## config.mk

```make
export PLATFORM = sky130hd
export DESIGN_NAME = wlcfg_regs
export DESIGN_NICKNAME = d
export VERILOG_FILES = /design/src/wlcfg_pkg.sv /design/src/wlcfg_regs.sv
export SDC_FILE = /design/constraint.sdc
export NUM_CORES = 1
export LEC_CHECK = 0
export BUFFER_PORTS_ARGS = -buffer_cell sky130_fd_sc_hd__buf_2
export CAP_MARGIN = 20
export CORE_UTILIZATION = 52
export DETAILED_ROUTE_END_ITERATION = 7
export PLACE_DENSITY_LB_ADDON = 0.25
export SLEW_MARGIN = 0
export SYNTH_ARGS = -nofsm -noshare
export SYNTH_HDL_FRONTEND = slang
export SYNTH_SLANG_ARGS = --single-unit
```

## constraint.sdc

```tcl
create_clock -name aclk -period 2.4 [get_ports aclk]
set_clock_uncertainty 0.1 [all_clocks]
set_input_delay 0.24 -clock aclk [delete_from_list [all_inputs] [get_ports aclk]]
set_output_delay 0.24 -clock aclk [all_outputs]
set_load 0.02 [all_outputs]
```

## src/wlcfg_pkg.sv

```systemverilog
package wlcfg_pkg;
	////////////////////////////////////////////////////////////////////////
	// register indices; byte address is four times the index
	localparam logic [5:0] IDX_LEVEL_LOWER = 6'h1D;
	localparam logic [5:0] IDX_LEVEL_UPPER = 6'h1E;
	localparam logic [5:0] IDX_PULSE_SETUP = 6'h1F;
	localparam logic [7:0] ADDR_LEVEL_LOWER = {IDX_LEVEL_LOWER, 2'b00};
	localparam logic [7:0] ADDR_LEVEL_UPPER = {IDX_LEVEL_UPPER, 2'b00};
	localparam logic [7:0] ADDR_PULSE_SETUP = {IDX_PULSE_SETUP, 2'b00};
	////////////////////////////////////////////////////////////////////////
	// reset values and writable masks
	localparam logic [23:0] RST_LEVEL_LOWER = 24'h000000;
	localparam logic [23:0] RST_LEVEL_UPPER = 24'h000000;
	localparam logic [23:0] RST_PULSE_SETUP = 24'h000000;
	localparam logic [23:0] MASK_LEVEL_LOWER = 24'hFFFFFF;
	localparam logic [23:0] MASK_LEVEL_UPPER = 24'h7FFFFF;
	localparam logic [23:0] MASK_PULSE_SETUP = 24'h00007F;
	////////////////////////////////////////////////////////////////////////
	// field positions
	localparam int SINK_DOWNSCALE_OFF_BIT = 22;
	localparam int SOURCE_DOWNSCALE_OFF_BIT = 21;
	localparam int PULSE_TIME_LSB = 4;
	localparam int PULSE_TIME_W = 3;
	localparam int PULSE_GROUP_SIZE = 6;
	localparam int LEVEL_W = 3;
	////////////////////////////////////////////////////////////////////////
	// decoded current selections driven to the analog sources
	localparam logic [2:0] CUR_OFF = 3'h0;
	localparam logic [2:0] CUR_1MA = 3'h1;
	localparam logic [2:0] CUR_2MA = 3'h2;
	localparam logic [2:0] CUR_5MA = 3'h3;
	localparam logic [2:0] CUR_10MA = 3'h4;
	localparam logic [2:0] CUR_15MA = 3'h5;
	////////////////////////////////////////////////////////////////////////
	// pulse time base
	localparam int PULSE_STEP_US = 64;
	localparam int CLK_MHZ = 100;
	localparam logic [15:0] PULSE_STEP_CYC = 16'(PULSE_STEP_US * CLK_MHZ);
	////////////////////////////////////////////////////////////////////////
	// axi responses
	localparam logic [1:0] RESP_OKAY = 2'h0;
	localparam logic [1:0] RESP_SLVERR = 2'h2;
endpackage

```

## src/wlcfg_regs.sv

```systemverilog
`timescale 1ns/10ps
module wlcfg_regs #(
	parameter int ADDR_W = 8,
	parameter int NUM_IN = 24
) (
	input wire logic aclk,
	input wire logic aresetn,
	input wire logic [ADDR_W-1:0] s_axi_awaddr,
	input wire logic [2:0] s_axi_awprot,
	input wire logic s_axi_awvalid,
	output logic s_axi_awready,
	input wire logic [31:0] s_axi_wdata,
	input wire logic [3:0] s_axi_wstrb,
	input wire logic s_axi_wvalid,
	output logic s_axi_wready,
	output logic [1:0] s_axi_bresp,
	output logic s_axi_bvalid,
	input wire logic s_axi_bready,
	input wire logic [ADDR_W-1:0] s_axi_araddr,
	input wire logic [2:0] s_axi_arprot,
	input wire logic s_axi_arvalid,
	output logic s_axi_arready,
	output logic [31:0] s_axi_rdata,
	output logic [1:0] s_axi_rresp,
	output logic s_axi_rvalid,
	input wire logic s_axi_rready,
	input wire logic continuous_mode,
	input wire logic [NUM_IN-1:0] switch_closed,
	input wire logic [NUM_IN-1:0] source_polarity,
	output logic [NUM_IN*3-1:0] wet_current_sel,
	output logic [15:0] pulse_time_cycles,
	output logic [NUM_IN-1:0] pulse_level_high
);
	////////////////////////////////////////////////////////////////////////
	typedef struct packed {
		logic [23:0] lower;
		logic [23:0] upper;
		logic [23:0] pulse;
		logic aw_full;
		logic [ADDR_W-1:0] aw_addr;
		logic w_full;
		logic [31:0] w_data;
		logic [3:0] w_strb;
		logic awready;
		logic wready;
		logic bvalid;
		logic [1:0] bresp;
		logic arready;
		logic rvalid;
		logic [31:0] rdata;
		logic [1:0] rresp;
		logic [NUM_IN*3-1:0] cur_sel;
		logic [15:0] pulse_cyc;
		logic [NUM_IN-1:0] pulse_hi;
	} wlcfg_state_s;

	wlcfg_state_s st_q;
	wlcfg_state_s st_d;

	////////////////////////////////////////////////////////////////////////
	// which 3-bit slot of {upper, lower} holds the level of input i
	function automatic logic [2:0] wlcfg_level_code(input logic [47:0] regs, input int i);
		logic [3:0] slot;
		slot = 4'h0;
		case (i)
			0, 1: slot = 4'h0;
			2, 3: slot = 4'h1;
			4: slot = 4'h2;
			5: slot = 4'h3;
			6, 7: slot = 4'h4;
			8, 9: slot = 4'h5;
			10: slot = 4'h6;
			11: slot = 4'h7;
			12, 13: slot = 4'h8;
			14, 15: slot = 4'h9;
			16, 17: slot = 4'hA;
			18, 19: slot = 4'hB;
			20, 21: slot = 4'hC;
			22: slot = 4'hD;
			default: slot = 4'hE; // input 23
		endcase
		return regs[slot*3 +: 3];
	endfunction

	function automatic logic [2:0] wlcfg_decode(input logic [2:0] code);
		logic [2:0] cur;
		cur = wlcfg_pkg::CUR_15MA; // 5..7 all max
		case (code)
			3'h0: cur = wlcfg_pkg::CUR_OFF;
			3'h1: cur = wlcfg_pkg::CUR_1MA;
			3'h2: cur = wlcfg_pkg::CUR_2MA;
			3'h3: cur = wlcfg_pkg::CUR_5MA;
			3'h4: cur = wlcfg_pkg::CUR_10MA;
			default: cur = wlcfg_pkg::CUR_15MA;
		endcase
		return cur;
	endfunction

	function automatic logic [23:0] wlcfg_merge(input logic [23:0] old, input logic [31:0] data,
			input logic [3:0] strb, input logic [23:0] mask);
		logic [23:0] res;
		res = old;
		for (int b = 0; b < 3; b++) begin
			if (strb[b]) begin
				res[b*8 +: 8] = data[b*8 +: 8];
			end
		end
		return res & mask;
	endfunction

	////////////////////////////////////////////////////////////////////////
	always_comb begin
		logic [7:0] waddr;
		logic [7:0] raddr;
		logic [2:0] cur;
		logic downscale_off;
		st_d = st_q;
		waddr = 8'(st_q.aw_addr);
		raddr = 8'(s_axi_araddr);
		cur = wlcfg_pkg::CUR_OFF;
		downscale_off = 1'b0;

		// address and data are captured independently, in either order
		if (s_axi_awvalid && st_q.awready) begin
			st_d.aw_full = 1'b1;
			st_d.aw_addr = s_axi_awaddr;
		end
		if (s_axi_wvalid && st_q.wready) begin
			st_d.w_full = 1'b1;
			st_d.w_data = s_axi_wdata;
			st_d.w_strb = s_axi_wstrb;
		end
		if (st_q.bvalid && s_axi_bready) begin
			st_d.bvalid = 1'b0;
		end
		if (st_q.aw_full && st_q.w_full && !st_q.bvalid) begin
			st_d.aw_full = 1'b0;
			st_d.w_full = 1'b0;
			st_d.bvalid = 1'b1;
			st_d.bresp = wlcfg_pkg::RESP_OKAY;
			case ({waddr[7:2], 2'b00})
				wlcfg_pkg::ADDR_LEVEL_LOWER: begin
					st_d.lower = wlcfg_merge(st_q.lower, st_q.w_data, st_q.w_strb, wlcfg_pkg::MASK_LEVEL_LOWER);
				end
				wlcfg_pkg::ADDR_LEVEL_UPPER: begin
					st_d.upper = wlcfg_merge(st_q.upper, st_q.w_data, st_q.w_strb, wlcfg_pkg::MASK_LEVEL_UPPER);
				end
				wlcfg_pkg::ADDR_PULSE_SETUP: begin
					st_d.pulse = wlcfg_merge(st_q.pulse, st_q.w_data, st_q.w_strb, wlcfg_pkg::MASK_PULSE_SETUP);
				end
				default: begin
					st_d.bresp = wlcfg_pkg::RESP_SLVERR;
				end
			endcase
		end
		// one buffered beat per channel; ready drops until the write retires
		st_d.awready = !st_d.aw_full;
		st_d.wready = !st_d.w_full;

		if (st_q.rvalid && s_axi_rready) begin
			st_d.rvalid = 1'b0;
		end
		if (s_axi_arvalid && st_q.arready) begin
			st_d.rvalid = 1'b1;
			st_d.rresp = wlcfg_pkg::RESP_OKAY;
			case ({raddr[7:2], 2'b00})
				wlcfg_pkg::ADDR_LEVEL_LOWER: st_d.rdata = {8'h00, st_q.lower};
				wlcfg_pkg::ADDR_LEVEL_UPPER: st_d.rdata = {8'h00, st_q.upper};
				wlcfg_pkg::ADDR_PULSE_SETUP: st_d.rdata = {8'h00, st_q.pulse};
				default: begin
					st_d.rdata = 32'h00000000;
					st_d.rresp = wlcfg_pkg::RESP_SLVERR;
				end
			endcase
		end
		st_d.arready = !st_d.rvalid;

		////////////////////////////////////////////////////////////////////
		// per-input current selection; down-scaling is only meaningful when
		// a contact is closed, to save power while keeping it wet
		for (int i = 0; i < NUM_IN; i++) begin
			cur = wlcfg_decode(wlcfg_level_code({st_q.upper, st_q.lower}, i));
			downscale_off = source_polarity[i] ? st_q.upper[wlcfg_pkg::SINK_DOWNSCALE_OFF_BIT]
				: st_q.upper[wlcfg_pkg::SOURCE_DOWNSCALE_OFF_BIT];
			if (continuous_mode && switch_closed[i] && !downscale_off
					&& (cur == wlcfg_pkg::CUR_10MA || cur == wlcfg_pkg::CUR_15MA)) begin
				cur = wlcfg_pkg::CUR_2MA;
			end
			st_d.cur_sel[i*3 +: 3] = cur;
			st_d.pulse_hi[i] = st_q.pulse[i / wlcfg_pkg::PULSE_GROUP_SIZE];
		end
		st_d.pulse_cyc = 16'(wlcfg_pkg::PULSE_STEP_CYC
			* (16'(st_q.pulse[wlcfg_pkg::PULSE_TIME_LSB +: wlcfg_pkg::PULSE_TIME_W]) + 16'h0001));
	end

	////////////////////////////////////////////////////////////////////////
	always_ff @(posedge aclk) begin
		if (!aresetn) begin
			st_q <= '0;
			st_q.lower <= wlcfg_pkg::RST_LEVEL_LOWER;
			st_q.upper <= wlcfg_pkg::RST_LEVEL_UPPER;
			st_q.pulse <= wlcfg_pkg::RST_PULSE_SETUP;
			st_q.pulse_cyc <= wlcfg_pkg::PULSE_STEP_CYC;
		end else begin
			st_q <= st_d;
		end
	end

	assign s_axi_awready = st_q.awready;
	assign s_axi_wready = st_q.wready;
	assign s_axi_bvalid = st_q.bvalid;
	assign s_axi_bresp = st_q.bresp;
	assign s_axi_arready = st_q.arready;
	assign s_axi_rvalid = st_q.rvalid;
	assign s_axi_rdata = st_q.rdata;
	assign s_axi_rresp = st_q.rresp;
	assign wet_current_sel = st_q.cur_sel;
	assign pulse_time_cycles = st_q.pulse_cyc;
	assign pulse_level_high = st_q.pulse_hi;
endmodule

```

Word level (Yosys, flattened, before mapping)
Index checks and enable logic that the tools add are counted.
W data, S select, Z words.
- bits in registers: 248
- input port bits: 114
- output and inout bits: 153
- word-level logic and storage cells: 392
- $add $sub $neg: 1
- $mul: 1
- equality and inequality tests: 96
- muxes and demuxes: 74
- bitwise logic cells: 1
- reductions and logical operators: 171
- operators by type and width (cell ; number):
    $pmux W3 S5 ; 15
    $eq A3 B3 Y1 const B ; 45
    $eq A3 B2 Y1 const B ; 30
    $logic_and A1 B1 Y1 ; 79
    $pmux W24 S3 ; 1
    $mux W2 ; 26
    $reduce_or A2 Y1 ; 24
    $eq A3 B1 Y1 const B ; 15
    $logic_not A3 Y1 ; 15
    $mux W37 ; 1
    $eq A6 B5 Y1 const B ; 6
    $mux W35 ; 1
    $logic_not A1 Y1 ; 28
    $mux W1 ; 28
    $reduce_and A3 Y1 ; 7
    $logic_or A1 B1 Y1 ; 15
    $mux W9 ; 1
    $mul A5 B4 Y8 const A ; 1
    $reduce_or A3 Y1 ; 2
    $add A3 B1 Y4 const B ; 1
    $mux W3 ; 1
    $reduce_bool A2 Y1 ; 1
    $not A1 Y1 ; 1

Depth between registers and ports, before layout
- word-level depth: 6
- depth in mapped cells: 9
- mapped depth without buffers: 9

Least setup slack after synthesis
No wires, ideal clock.
- path kind: reg2reg
- from: register st_q[203] in the netlist's numbering
- to: register st_q, in the netlist pulse_time_cycles[14]
- setup time: 0.128 ns
- arrival time: 1.716 ns
- data required time: 2.172 ns
- setup slack: 0.457 ns
- stages on the path, launching flop included: 9
- path buffers: 0
- clock period less this slack: 1.943 ns
- cell sequence: dfxtp_1 -> inv_1 -> ha_1 -> inv_1 -> ha_1 -> inv_1 -> fa_1 -> xor2_1 -> nor2_1
- longest elaborated chain between the ends: 2
- RTL lines (what ; RTL line ; source):
    from (decl) ; wlcfg_regs.sv:57 ; wlcfg_state_s st_q;
    from (signal assigned) ; wlcfg_regs.sv:205 ; st_q <= st_d;
    $add A3 B1 Y4 ; wlcfg_regs.sv:193 ; * (16'(st_q.pulse[wlcfg_pkg::PULSE_TIME_LSB +: wlcfg_pkg::PULSE_TIME_W]) + 16'h0001));
    $mul A5 B4 Y8 ; wlcfg_regs.sv:193 ;
Every way passes these cells.
A chain may end at the register's enable or synchronous reset.

Worst setup path after layout
- from: register st_q[203] in the netlist's numbering
- to: register st_q, in the netlist pulse_time_cycles[15]
Same word-level chain as after synthesis.

==> summary.txt <==
Clock network
  • CTS resizes: 0
  • Postcts setup bufs: 0
  • Hold buffer count at cts: 42
  • # clock sinks: 204
  • Inserted Clock Buffers: 21
  • Clk Tree Root Cell: clkbuf_16
  • CTS tree: done
  • Clk_lat worst skew: 500 ps
  • H-tree levels: 1
  • Clk slew on worst S/H paths: 60 ps
  • CTS max path bufs: 3

Finish
  • Design area: 0.0104 mm^2
  • Sequential Area: 0.00408 mm^2
  • Area grow syn2layout: 15.6%
  • NumNets Final: 1236
  • # fillers: 1442
  • Fraction of layout cells with a size suffix above 1: 0.263
  • Multi-input combinational cell area: 0.00366 mm^2

Pwr
  • Psw: 1.57 mW
  • Clock share of power: 0.449
  • Logic gate share of total power: 0.058
  • Leakage power: roughly 4.7 nW
  • Switching Share: 0.224
  • Peak VDD IR: 0.000542 V
  • Pwr Density: 671 mW/mm^2
  • Power Internal: 5.44 mW
  • Sequential Power Share: 0.493

Routing
  • DRT Wirelength: 20900 um
  • DR pass1 iterations: 5
  • Via count: 6855
  • Avg Vias per Cell: 5.08
  • DRT iter0 DRCs: roughly 350
  • DRC: 0
  • Routed Antenna Nets: 0
  • DR WL/cell: 15.5 um

Setup path
  • Cell breakdown of the critical path: ha_1, xor2_1, inv_1, ha_1, inv_1, ha_1, xor2_1, nand3_1, nor3b_1
  • CP dominant cell by count: ha_1
  • CP Capture Type: flip-flop
  • CP top delay family: adder cells
  • Maximum fanout along the worst path: 6
  • CP Data Arrival Time: about 2400 ps
  • Worst Setup Start Kind: flip-flop
  • Critical path type: reg -> reg
  • Worst Path Buf+Inv: 2
  • CP max stage cell: dfxtp_1
  • Slowest cell delay on critical path: 440 ps
  • Critical path required time: roughly 2600 ps

Placement
  • Placed Area: roughly 0.0093 mm^2
  • Final HPWL DP: roughly 14000 um
  • Number of buffers added on ports: 229
  • GPL Wtd Cong: just over 0.8

Synthesis
  • Asr flop ratio synth: 0
  • Top_reg_cell synth: dfxtp_1
  • Yosys warning count: 0
  • Post-Syn Area: approximately 0.009 mm^2
  • Most frequent cells after synthesis: 204 x dfxtp_1, 168 x nand2_1, 148 x buf_4
  • Most frequent cell after synthesis: dfxtp_1
  • Post-Synthesis Cells: 988
  • FF+latch count, synth: 204
  • Mean Syn Cell Area: 9.14 um^2
  • Largest cells by area after synthesis: dfxtp_1 45%, buf_4 12%, mux2i_1 8.6%, nand2_1 7.0%, a21oi_1 3.3%
  • Post-synthesis cell type count: 39
  • Yosys top cell by area: dfxtp_1
  • Post-synth top area share: 0.452
  • Seq/Total Area, Yosys: 0.452
  • Post-synth EDFFs: 0

Floorplan
  • CORE AREA: 0.0168 mm^2
  • Die height: 134 um
  • Initial Util: 0.539
  • Die Wd: 134 um
  • Rows: 47
  • Area of the die: 0.0179 mm^2
  • Ports: between 200 and 300

Global route
  • Number of global-route vias before repair: between 6000 and 7000
  • Largest net degree at the start of global routing: 125
  • First-pass GRT wire length: 33300 um
  • Initial antenna violation count: 2
  • GR Overflow Total: 0
  • Total Routing Usage GR: 0.231

Run status
  • Outcome: finished clean

STA
  • Hold Vio Cnt, Final: 0
  • Worst-Margin Slew: 749 ps
  • Final setup violation count: 0
  • Final Max Slew Viols: 0
  • Max Freq: 0.471 GHz
  • Total negative slack: 0 ps
  • Tcrit/Tclk final: 0.885
  • Final Critical Period: 2120 ps
  • RSZ-0062 raised after global routing: no
  • Slew margin rel.: 0.501

Run
  • MaxCap Viol Count: 0

Worst hold path
  • HP Class: in -> reg
state kept, by name (all words and copies together) (netlist names), 4 cells and up:
register / flops
pulse_level_high: 4
pulse_time_cycles: 8
st_d: 4
wet_current_sel: 72
st_q: 85
s_axi_rdata: 24
per-layer routing:
metal	GRT usage	routed length (um)	vias to the layer above
met2	0.376	9670	227
met5	0	0	-
met3	0.0401	1440	22
met1	0.318	9540	3198
li1	-	-	3408
met4	0.0524	246	0
path summary, 6_finish.rpt:
| path | from | end | slack, ps | depth (start not counted) |
|---|---|---|---|---|
| worst max-delay path | st_q[203] | pulse_time_cycles[15] | 280 | 9 |
| worst min register to register | st_d[6] | pulse_level_high[11] | 350 | 2 |
| worst min-delay path | switch_closed[17] | wet_current_sel[53] | 40 | 3 |
| worst max register to register | st_q[203] | pulse_time_cycles[15] | 280 | 9 |
tightest hold or removal path: stages:
cell    delay (ps)
buf_2           70
and4_1         220
nor2_1          50
power groups by stage:
| stage | Combinational, mW | Clock [mW] | Sequential [mW] |
|---|---|---|---|
| after detailed placement | 0.352 | 0 | 3.53 |
| after global placement | 0.351 | 0 | 3.53 |
| after CTS | 0.405 | 3.21 | 3.45 |
| final | 0.409 | 3.15 | 3.45 |
| after global routing | 0.446 | 3.35 | 3.46 |
| after floorplan | 0.232 | 0 | 3.52 |
area by class of cell:
cell class,instances,area share
diodes,2,0.000479
clock buffers,31,0.0616
clock inverters,5,0.00276
inverters,13,0.00467
multi-input cells,588,0.351
flip-flops and latches,204,0.391
well taps,220,0.0264
repair buffers,286,0.162
layout by cell type, fill, tap and decap left out, types with 3 or more instances in the layout:
cell type / n
nand2b_1: 3
dlygate4sd3_1: 42
clkbuf_8: 8
nor3_4: 4
nor3_1: 10
nand3b_1: 37
buf_4: 15
clkbuf_16: 21
a21o_1: 11
and4_1: 24
clkinv_2: 4
o21ai_0: 8
nor2b_1: 16
mux2i_1: 78
nand2_1: 168
buf_2: 228
a21oi_1: 60
nor2_1: 54
xor2_1: 4
a211o_1: 16
inv_1: 12
nand3_1: 14
dfxtp_1: 204
ha_1: 7
conb_1: 19
o21a_1: 26
mux2_2: 7
a22oi_1: 7
through the flow:
stage,util,hold slack [ps],power (mW),setup WS [ps],std cells
2_1_floorplan,-,276,3.76,457,1006
6_report,0.623,40.9,7.01,277,1349
3_3_place_gp,0.558,343,3.88,367,1269
4_1_cts,0.623,24.0,7.07,282,1347
5_1_grt,0.623,52.0,7.26,47.3,1349
3_5_place_dp,0.558,344,3.88,309,1269
logic make-up (layout without fill, tap and decap cells):
family | Yosys count | after routing | synth area share
flops | 204 | 204 | 0.452
xor+xnor | 4 | 4 | 0.00388
buf+inv | 214 | 335 | 0.151
mux | 85 | 85 | 0.0952
compound gates | 128 | 128 | 0.0898
simple gates | 344 | 344 | 0.196
other cells | 1 | 21 | 0.000415
fa+ha+maj | 8 | 8 | 0.0119
Power figures use the tool's default switching activity.
